`config.mk`:
```
export PLATFORM = sky130hd
export DESIGN_NAME = can_event_flag_logic
export DESIGN_NICKNAME = d
export VERILOG_FILES = /design/src/rtl/can_event_pkg.sv /design/src/rtl/can_sync2.sv /design/src/rtl/can_event_flag_logic.sv
export VERILOG_INCLUDE_DIRS = /design/src /design/src/rtl
export SDC_FILE = /design/constraint.sdc
export NUM_CORES = 1
export LEC_CHECK = 0
export BUFFER_PORTS_ARGS = -buffer_cell sky130_fd_sc_hd__buf_4
export CAP_MARGIN = 10
export CORE_MARGIN = 1.5
export CORE_UTILIZATION = 50
export CTS_CLUSTER_SIZE = 25
export DETAILED_ROUTE_END_ITERATION = 10
export GPL_ROUTABILITY_DRIVEN = 1
export GPL_TIMING_DRIVEN = 0
export PLACE_DENSITY = 0.88
export SYNTH_ARGS = -nofsm -noshare
export SYNTH_HDL_FRONTEND = slang
export SYNTH_SLANG_ARGS = --single-unit
export TNS_END_PERCENT = 20
```
`constraint.sdc`:
```
create_clock -name ref_clk_i -period 6.1 [get_ports ref_clk_i]
set_clock_uncertainty 0.15 [all_clocks]
set_input_delay 0.61 -clock ref_clk_i [delete_from_list [all_inputs] [get_ports ref_clk_i]]
set_output_delay 0.61 -clock ref_clk_i [all_outputs]
set_load 0.005 [all_outputs]
```
`src/rtl/can_event_consts.svh`:
```
`ifndef CAN_EVENT_CONSTS_SVH
`define CAN_EVENT_CONSTS_SVH

// Register byte offsets
`define ADDR_W        8
`define OFS_CTRL      8'h00
`define OFS_FLAGS     8'h04
`define OFS_CLEAR     8'h08
`define OFS_ENABLE    8'h0c
`define OFS_TIMER     8'h10

// Control register fields
`define BIT_ON        15
`define REQ_LSB       24
`define CUR_LSB       21
`define MODE_W        3
`define MODE_DISABLE  3'h1
`define MODE_CONFIG   3'h4

// Flag register fields
`define FLAG_W        15
`define BIT_WAKE      14
`define BIT_BUSERR    13
`define BIT_SYSERR    12
`define BIT_RXOVF     11
`define BIT_MODE      3
`define BIT_TMR       2
`define BIT_RXBUF     1
`define BIT_TXBUF     0
`define FLAG_IMPL     15'h780f
`define FLAG_CLEARABLE 15'h680c
`define FLAG_RESTRICT 15'h1000

// Timestamp timer and bus answers
`define TMR_W         16
`define RESP_OKAY     2'b00
`define RESP_SLVERR   2'b10

`endif

```
`src/rtl/can_event_pkg.sv`:
```
package can_event_pkg;

`include "can_event_consts.svh"

    typedef struct packed {
        logic s1_q;
        logic s2_q;
    } sync_state_t;

    typedef struct packed {
        logic                 awready;
        logic                 aw_ok;
        logic [`ADDR_W-1:0]   aw_addr;
        logic                 wready;
        logic                 w_ok;
        logic [31:0]          w_data;
        logic [3:0]           w_strb;
        logic                 bvalid;
        logic [1:0]           bresp;
        logic                 arready;
        logic                 rvalid;
        logic [1:0]           rresp;
        logic [31:0]          rdata;
        logic                 on;
        logic [`MODE_W-1:0]   req_mode;
        logic [`MODE_W-1:0]   cur_mode;
        logic [`FLAG_W-1:0]   flags;
        logic [`FLAG_W-1:0]   en;
        logic [`TMR_W-1:0]    tmr;
        logic                 rx_prev;
        logic                 irq;
    } evt_state_t;

endpackage

```
`src/rtl/can_sync2.sv`:
```
`timescale 1ns/1ps

// Two-flop level synchroniser
module can_sync2
    import can_event_pkg::*;
(
    input  wire logic ref_clk_i,
    input  wire logic rst_b_i,
    input  wire logic d_i,
    output logic      q_o
);

    sync_state_t q;
    sync_state_t d;

    always_comb begin
        d      = q;
        d.s1_q = d_i;
        d.s2_q = q.s1_q;
    end

    always_ff @(posedge ref_clk_i or negedge rst_b_i) begin
        if (!rst_b_i) begin
            q <= '{s1_q: 1'b1, s2_q: 1'b1};
        end else begin
            q <= d;
        end
    end

    assign q_o = q.s2_q;

endmodule

```
`src/rtl/can_event_flag_logic.sv`:
```
`timescale 1ns/1ps
`include "can_event_consts.svh"

module can_event_flag_logic
    import can_event_pkg::*;
(
    input  wire logic               ref_clk_i,
    input  wire logic               rst_b_i,
    input  wire logic               awvalid_i,
    output logic                    awready_o,
    input  wire logic [`ADDR_W-1:0] awaddr_i,
    input  wire logic               wvalid_i,
    output logic                    wready_o,
    input  wire logic [31:0]        wdata_i,
    input  wire logic [3:0]         wstrb_i,
    output logic                    bvalid_o,
    input  wire logic               bready_i,
    output logic [1:0]              bresp_o,
    input  wire logic               arvalid_i,
    output logic                    arready_o,
    input  wire logic [`ADDR_W-1:0] araddr_i,
    output logic                    rvalid_o,
    input  wire logic               rready_i,
    output logic [31:0]             rdata_o,
    output logic [1:0]              rresp_o,
    input  wire logic               can_rx_i,
    input  wire logic               bus_err_evt_i,
    input  wire logic               sys_err_evt_i,
    input  wire logic               rx_drop_evt_i,
    input  wire logic               rx_pend_i,
    input  wire logic               tx_pend_i,
    output logic                    irq_o,
    output logic                    module_on_o,
    output logic [`MODE_W-1:0]      current_op_mode_o
);

    ////////////////////////////////////////////////////////////////////////

    localparam evt_state_t ST_RST = '{
        awready:  1'b1,
        wready:   1'b1,
        arready:  1'b1,
        req_mode: `MODE_CONFIG,
        cur_mode: `MODE_DISABLE,
        rx_prev:  1'b1,
        default:  '0
    };

    evt_state_t             q;
    evt_state_t             d;
    logic                   rx_sync;
    logic                   rx_fall;
    logic                   aw_hs;
    logic                   w_hs;
    logic                   ar_hs;
    logic                   wr_go;
    logic                   on_rise;
    logic [31:0]            bm;
    logic [31:0]            ctrl_rd;
    logic [31:0]            nctrl;
    logic [`FLAG_W-1:0]     set;
    logic [`FLAG_W-1:0]     clr;

    ////////////////////////////////////////////////////////////////////////

    // Bus line synchroniser
    can_sync2 u_rx_sync (
        .ref_clk_i (ref_clk_i),
        .rst_b_i   (rst_b_i),
        .d_i       (can_rx_i),
        .q_o       (rx_sync)
    );

    ////////////////////////////////////////////////////////////////////////

    always_comb begin
        d       = q;
        set     = '0;
        clr     = '0;
        nctrl   = '0;
        aw_hs   = awvalid_i && q.awready;
        w_hs    = wvalid_i && q.wready;
        ar_hs   = arvalid_i && q.arready;
        wr_go   = q.aw_ok && q.w_ok && !q.bvalid;
        rx_fall = q.rx_prev && !rx_sync;
        d.rx_prev = rx_sync;
        bm = {{8{q.w_strb[3]}}, {8{q.w_strb[2]}},
              {8{q.w_strb[1]}}, {8{q.w_strb[0]}}};
        ctrl_rd = '0;
        ctrl_rd[`BIT_ON] = q.on;
        ctrl_rd[`REQ_LSB +: `MODE_W] = q.req_mode;
        ctrl_rd[`CUR_LSB +: `MODE_W] = q.cur_mode;

        // Write address and data capture
        if (aw_hs) begin
            d.awready = 1'b0;
            d.aw_ok   = 1'b1;
            d.aw_addr = awaddr_i;
        end
        if (w_hs) begin
            d.wready = 1'b0;
            d.w_ok   = 1'b1;
            d.w_data = wdata_i;
            d.w_strb = wstrb_i;
        end

        // Register write
        if (wr_go) begin
            d.aw_ok  = 1'b0;
            d.w_ok   = 1'b0;
            d.bvalid = 1'b1;
            d.bresp  = `RESP_OKAY;
            case (q.aw_addr)
                `OFS_CTRL: begin
                    nctrl = (ctrl_rd & ~bm) | (q.w_data & bm);
                    d.on = nctrl[`BIT_ON];
                    d.req_mode = nctrl[`REQ_LSB +: `MODE_W];
                end
                `OFS_CLEAR: begin
                    clr = q.w_data[`FLAG_W-1:0] & bm[`FLAG_W-1:0]
                        & `FLAG_CLEARABLE;
                end
                `OFS_ENABLE: begin
                    d.en = ((q.en & ~bm[`FLAG_W-1:0])
                         | (q.w_data[`FLAG_W-1:0] & bm[`FLAG_W-1:0]))
                         & `FLAG_IMPL;
                end
                `OFS_FLAGS, `OFS_TIMER: begin
                    d.bresp = `RESP_OKAY;
                end
                default: begin
                    d.bresp = `RESP_SLVERR;
                end
            endcase
        end
        if (q.bvalid && bready_i) begin
            d.bvalid  = 1'b0;
            d.awready = 1'b1;
            d.wready  = 1'b1;
        end

        // Register read
        if (ar_hs) begin
            d.arready = 1'b0;
            d.rvalid  = 1'b1;
            d.rresp   = `RESP_OKAY;
            case (araddr_i)
                `OFS_CTRL: begin
                    d.rdata = ctrl_rd;
                end
                `OFS_FLAGS: begin
                    d.rdata = {17'h0, q.flags & `FLAG_IMPL};
                end
                `OFS_ENABLE: begin
                    d.rdata = {17'h0, q.en};
                end
                `OFS_TIMER: begin
                    d.rdata = {16'h0, q.tmr};
                end
                `OFS_CLEAR: begin
                    d.rdata = '0;
                end
                default: begin
                    d.rdata = '0;
                    d.rresp = `RESP_SLVERR;
                end
            endcase
        end
        if (q.rvalid && rready_i) begin
            d.rvalid  = 1'b0;
            d.arready = 1'b1;
        end

        on_rise = d.on && !q.on;
        if (on_rise) begin
            clr = clr | `FLAG_RESTRICT;
        end

        if (!q.on) begin
            d.cur_mode = `MODE_DISABLE;
        end else if (q.req_mode != q.cur_mode) begin
            d.cur_mode = q.req_mode;
            set[`BIT_MODE] = 1'b1;
        end

        if (q.on) begin
            d.tmr = q.tmr + 1'b1;
            set[`BIT_TMR] = &q.tmr;
        end

        set[`BIT_WAKE] = rx_fall && (q.cur_mode == `MODE_DISABLE);
        set[`BIT_BUSERR] = bus_err_evt_i;
        set[`BIT_SYSERR] = sys_err_evt_i;
        set[`BIT_RXOVF] = rx_drop_evt_i;

        d.flags = ((q.flags & ~clr) | set) & `FLAG_IMPL;
        d.flags[`BIT_RXBUF] = rx_pend_i;
        d.flags[`BIT_TXBUF] = tx_pend_i;

        d.irq = |(d.flags & d.en);
    end

    always_ff @(posedge ref_clk_i or negedge rst_b_i) begin
        if (!rst_b_i) begin
            q <= ST_RST;
        end else begin
            q <= d;
        end
    end

    ////////////////////////////////////////////////////////////////////////

    assign awready_o         = q.awready;
    assign wready_o          = q.wready;
    assign bvalid_o          = q.bvalid;
    assign bresp_o           = q.bresp;
    assign arready_o         = q.arready;
    assign rvalid_o          = q.rvalid;
    assign rdata_o           = q.rdata;
    assign rresp_o           = q.rresp;
    assign irq_o             = q.irq;
    assign module_on_o       = q.on;
    assign current_op_mode_o = q.cur_mode;
endmodule

```
==> results of run 1 <==
-- sequential cells by signal, summed over array words and instances, names as in the netlist, named ones only --
register and flops:
bresp_o 1, irq_o 1, bm 3, rvalid_o 1
u_rx_sync.d 1, arready_o 1, rdata_o 22, awready_o 1
bvalid_o 1, q 55, current_op_mode_o 3, u_rx_sync.q_o 1
module_on_o 1, rresp_o 1, wready_o 1
-- routing by layer --
layer	up-vias	share of wire, %
met5	-	0
met4	0	1.8
met3	15	4.5
met2	81	52
met1	1521	42
li1	1478	-
-- cells by family (layout without fill, tap and decap cells) --
kind of cell	after synthesis	count (layout)	synth area share, %
AO/OA/AOI/OAI	52	52	8.60
XOR/XNOR	18	18	3.56
adder cells (fa/ha/maj)	1	1	0.283
buffers and inverters	52	146	7.92
flip-flops	97	97	55.1
multiplexers	39	39	9.84
other	1	12	0.0847
AND/OR/NAND/NOR	112	112	14.6
-- per-stage QoR --
stage,power [mW],util (%)
2_1_floorplan,1.10,-
5_1_grt,1.72,62.5
3_3_place_gp,1.21,60.0
4_1_cts,1.64,62.2
3_5_place_dp,1.24,60.0
6_report,1.63,62.5
-- how the worst max path moves through the flow --
stage / start / to / slack, ns / depth (start not counted)
2_1_floorplan: q[132] / irq_o / 3.68 / 6
5_1_grt: bvalid_o / irq_o / 3.37 / 5
3_5_place_dp: araddr_i[1] / rdata_o[13] / 3.40 / 6
6_report: q[132] / irq_o / 3.44 / 6
3_3_place_gp: q[132] / irq_o / 3.44 / 6
4_1_cts: q[132] / irq_o / 3.42 / 6
-- placed cells by master (no fill, tap or decap), drive strengths merged, types with 9 or more instances in the layout --
master  netlist  routed
o21ai        10      10
a22oi         9       9
nor2         26      26
dfrtp        89      89
clkbuf        6      15
buf          41     119
xnor2        14      14
nand2        29      29
mux2         36      36
conb          1      12
nand3        15      15
-- power by group --
part	switching [mW]	total, mW	internal [mW]
Sequential	0.116	0.886	0.770
Combinational	0.150	0.345	0.195
Clock	0.241	0.398	0.157
Total	0.508	1.63	1.12
-- critical path, cell delays in order (launching register included) --
cell and delay, ns:
dfrtp_1 0.39, or4_4 0.53, buf_6 0.16, nor4_4 0.37, mux2_2 0.39, a222oi_1 0.35
nand4_1 0.18
-- layout make-up --
class,instances,area [sq um]
Fill cell,696,3240
Sequential cell,97,2440
Multi-Input combinational cell,234,1680
Timing Repair Buffer,78,606
Buffer,47,332
Tap cell,108,135
Clock buffer,9,124
Clock inverter,7,63.8
Inverter,5,18.8
==> impl_metrics.ini, run 1 <==
[timing]
timing.hold.ws_ns = 0.0870
timing.final.setup_violations = 0
totalNegativeSetupSlack_ns = 0
timing.final.hold_violations = 0
max_slew_margin_pct = 52.0
part_of_the_cycle_the_worst_path_needs_pct = 43.6
timing.fmax_mhz = 376
finalCriticalPeriod_ns = 2.66
timing_worst_slew_pin_value_ns = 0.719
setup_repair_after_global_routing_missed_its_margin = false
setup_slack_ns = 3.44
timing_max_transition_violations_final = 0

[layout]
syn_to_final_growth_pct = 21.9
antenna-diode-count = 0
layout.nets = 538
final_cell_area_sq_mm = 0.00540
final_layout_size_suffix_gt1_share_pct = 39.6
final_cells = 585

[synth]
synth_sequential_area_ratio_pct = 55.1
synth_async_sr_flop_share_pct = 100
synth_area_sq_mm = 0.00443
yosys.area.top_type = dfrtp_1
synth-edff-count = 0
synth_cells = 372
post-synth-top-count-cell = dfrtp_1
dominantRegCellSynth = dfrtp_1
yosys-top-cells-area = dfrtp_1, mux2_2, buf_4
synth_cell_type_count = 49
average_cell_area_after_synthesis_sq_um = 11.9
yosys_warnings = 0
synth_common_cells = dfrtp_1, buf_4, mux2_2
ys_ff_latch = 97
synth_top_area_share_pct = 50.3

[drt]
wl_microns = 9180
drtIter0Drc = 189
routed_wire_length_per_instance_microns = 15.7
drt_drc_violations_left = 0
firstDrtPassIters = 5
final_antenna_net_count = 0
avgViaCountPerCell = 5.29
via_count = 3095

[clocking]
postCtsSetupBuffers = 0
cts-htree-levels = 3
ctsResizeCount = 0
cts.sinks = 97
tritoncts = built
ctsHoldBuffers = 0
cts_made_buffers = 9
clock_tree.buffer_depth = 2
cts_root_buffer = clkbuf_8
clock_latency_ns = 0.37
clkTransAtPathRegs_ns = 0.10

[placement]
dp_hpwl_microns = 6720
post_dp_cell_area_sq_mm = 0.00518
total_placed_cells_including_tap_cells = 568
gp_routability_congestion = 0.868
buffer_ports.inserted = 77
dpl_worst_slack_ns = 3.40

[floorplan]
chipHeight_microns = 97.1
design.core.area_sq_mm = 0.00864
floorplan.initialDensity_pct = 51.2
dieWidth_microns = 97.1
design.die.area_sq_mm = 0.00942
io_pins = 111
placementRows = 34

[worst_setup_path]
reg2reg_depth = 6
worst_r2r_startpoint = q[132]
critical_path_peak_fanout = 5
rr_endpoint = irq_o
timing_worst_setup_path_type = reg2reg
crit_required_ns = 6.18
timing.critical_path.from_type = flop
worstSetupEndpointType = flop
setup.reg_to_reg.worst_slack_ns = 3.44
crit_arrival_ns = 2.74

[grt]
gr-usage-met1_pct = 25.9
grt_pass1_wl_microns = 15500
groute.layer.met3.usage_pct = 4.10
globalRouteTotalUtil_pct = 20.5
grt_pass1_vias = 3177
grt_antenna_before_repair = 0
grt.busiest_layer = met2
grtUsageMet2_pct = 35.2
maximum_number_of_pins_on_one_net_before_global_route_repair = 98
grt_overflow = 0

[power_and_ir_drop]
p_per_area_mw_per_mm2 = 302
ir_worst_vdd_uv = 221
p_leak_nw = 2.57

[worst_hold_path]
timing.hold.worst.class = in2async

[flow_run]
max-cap-violations = 0

[run_status]
status = finished clean
(Power assumes the default switching activity.)
==> inputs of run 2 (changes only) <==
--- a/config.mk
+++ b/config.mk
@@ -9,7 +9,7 @@
 export BUFFER_PORTS_ARGS = -buffer_cell sky130_fd_sc_hd__buf_4
 export CAP_MARGIN = 10
 export CORE_MARGIN = 1.5
-export CORE_UTILIZATION = 50
+export CORE_UTILIZATION = 48
 export CTS_CLUSTER_SIZE = 25
 export DETAILED_ROUTE_END_ITERATION = 10
 export GPL_ROUTABILITY_DRIVEN = 1
==> constraint.sdc (replaced) <==
create_clock -name ref_clk_i -period 2.4 [get_ports ref_clk_i]
set_clock_uncertainty 0.15 [all_clocks]
set_input_delay 0.24 -clock ref_clk_i [delete_from_list [all_inputs] [get_ports ref_clk_i]]
set_output_delay 0.24 -clock ref_clk_i [all_outputs]
set_load 0.005 [all_outputs]
==> run 2 against run 1 <==
The flow now finishes with violations (setup timing). Register-to-register slack worse by 3.6 ns. Critical path type unchanged. Count of clock-buffer cells in the layout is 2 higher. Highest routed layer unchanged. Clock power rose to 3.1 times the previous value. Final cell count grew 6.7%.
==> impl_metrics.ini, run 2 (synthesis results as in run 1) <==
[run_status]
status = finished with violations
violations = setup timing

[floorplan]
floorplan.initialDensity_pct = 50.0
chipHeight_microns = 99.0
dieWidth_microns = 99.0
design.die.area_sq_mm = 0.00980
placementRows = 34
io_pins = 111
design.core.area_sq_mm = 0.00885

[placement]
dp_hpwl_microns = 6810
gp_routability_congestion = 0.829
buffer_ports.inserted = 77
total_placed_cells_including_tap_cells = 568

[worst_setup_path]
critical_path_peak_fanout = 4
setup.reg_to_reg.worst_slack_ns = -0.17
rr_endpoint = irq_o
critical_path_end = irq_o
worstPathCellList = or4_4 -> nor4_4 -> buf_4 -> buf_4 -> mux2_2 -> a221oi_2 -> nand4_1
worstSetupEndpointType = flop
critPathSlowestCell = or4_4
timing_worst_setup_path_type = reg2reg
critical_path.most_common_cell = buf_4
reg2reg_depth = 7
crit_required_ns = 2.46
worst_r2r_startpoint = q[138]
timing.critical_path.slowest_cell_delay_ns = 0.57
startpoint = q[138]
crit_arrival_ns = 2.63
timing.critical_path.from_type = flop

[timing]
part_of_the_cycle_the_worst_path_needs_pct = 107
timing.final.hold_violations = 0
setup_repair_after_global_routing_missed_its_margin = true
timing.final.setup_violations = 1
timing_max_transition_violations_final = 0
timing_worst_slew_pin_value_ns = 0.775
timing.fmax_mhz = 389
max_slew_margin_pct = 48.2
timing.hold.ws_ns = 0.0420
finalCriticalPeriod_ns = 2.57
setup_slack_ns = -0.169

[power_and_ir_drop]
p_leak_nw = 2.77
ir_worst_vdd_uv = 528
totalPowerFinal_mw = 4.52
p_per_area_mw_per_mm2 = 774

[clocking]
clock_latency_ns = 0.36
clkTransAtPathRegs_ns = 0.10
cts-htree-levels = 3
cts.sinks = 97
cts_root_buffer = clkbuf_8
clock_tree.buffer_depth = 2
tritoncts = built
cts_made_buffers = 9

[grt]
globalRouteTotalUtil_pct = 21.6
maximum_number_of_pins_on_one_net_before_global_route_repair = 98
grt_pass1_vias = 3461
grt_antenna_before_repair = 0
grt_overflow = 0
grt_pass1_wl_microns = 16600

[layout]
largest_register = q
max_ffs_per_register = 55
final_cells = 624
multi_input_comb_area_sq_mm = 0.00170
layout.cells.most_common = buf_4
sequential_cell_area_sq_mm = 0.00244
layout.filler_cells = 638
final_layout_size_suffix_gt1_share_pct = 37.4
layout.nets = 577
syn_to_final_growth_pct = 31.9
antenna-diode-count = 0
mostFrequentLayoutCells = buf_4, dfrtp_1, dlygate4sd3_1

[drt]
firstDrtPassIters = 4
drt_drc_violations_left = 0
wl_microns = 10300
final_antenna_net_count = 0
drtIter0Drc = 183
routed_wire_length_per_instance_microns = 16.6
avgViaCountPerCell = 5.28
via_count = 3295

[worst_hold_path]
timing.hold.worst.class = in2reg

[flow_run]
max-cap-violations = 0
## run 2: cell types whose count changed in the layout (fill, tap and decap cells not counted), sizes merged
cell,change
dlygate4sd3,+35
bufinv,+3
buf,+4
clkinvlp,-1
clkbuf,+2
inv,-3
clkinv,-1
## run 2: area by class of cell
type / count / area share (%)
Buffer: 46 / 5.49
Clock buffer: 11 / 2.25
Tap cell: 108 / 2.31
Inverter: 5 / 0.321
Clock inverter: 5 / 1.82
Timing Repair Buffer: 118 / 17.0
Multi-Input combinational cell: 234 / 29.1
Sequential cell: 97 / 41.7
## run 2: through the flow
step	util (%)	setup WS, ns	TNS (ns)	cell area, sq um
finish	66.0	-0.169	-0.169	5840
floorplan	-	0.0323	0	4470
CTS	65.5	-0.130	-0.130	5790
detailed placement	58.6	-0.223	-0.223	5180
global placement	58.6	-0.196	-0.196	5180
global route	66.0	-0.212	-0.212	5840
## run 2: layer usage
layer | vias to the layer above | global-route usage (%) | share of wire, % | wire [microns]
met5 | - | 0 | 0 | 0
met4 | 0 | 7.14 | 1.1 | 114
met3 | 11 | 3.76 | 4.2 | 439
met2 | 117 | 40.0 | 55 | 5700
met1 | 1618 | 25.2 | 39 | 4080
li1 | 1549 | - | - | -
## run 2: repair_timing
action,in CTS,in global routing
hold endpoints to repair,33,22
pin swaps,4,3
gates resized for setup,3,0
setup endpoints to repair,1,2
hold buffers,34,1
buffers inserted,4,1
gates cloned,0,0
## run 2: power by group
group          switching (mW)  leakage [nW]  total, mW  internal [mW]
combinational           0.439          1.42       1.00          0.564
clock                   0.557         0.114       1.25          0.695
sequential              0.310          1.24       2.27           1.96
## run 2: worst min-delay path by stage
| stage | start | slack, ns | cells past startpoint | endpoint |
|---|---|---|---|---|
| CTS | rst_b_i | 0.02 | 1 | rdata_o[22] |
| finish | bus_err_evt_i | 0.04 | 3 | q[46] |
| global placement | u_rx_sync.d[0] | 0.20 | 0 | u_rx_sync.q_o |
| global route | bus_err_evt_i | 0.05 | 3 | q[46] |
| detailed placement | can_rx_i | 0.20 | 1 | u_rx_sync.d[0] |
| floorplan | rst_b_i | -0.21 | 0 | async pin |
## run 2: worst max-delay path: cells and delay by family (launching register included)
| kind | cells | cell delay (ns) |
|---|---|---|
| compound gates | 1 | 0.25 |
| mux | 1 | 0.35 |
| simple gates | 3 | 0.97 |
| buf+inv | 2 | 0.30 |
| flops | 1 | 0.39 |
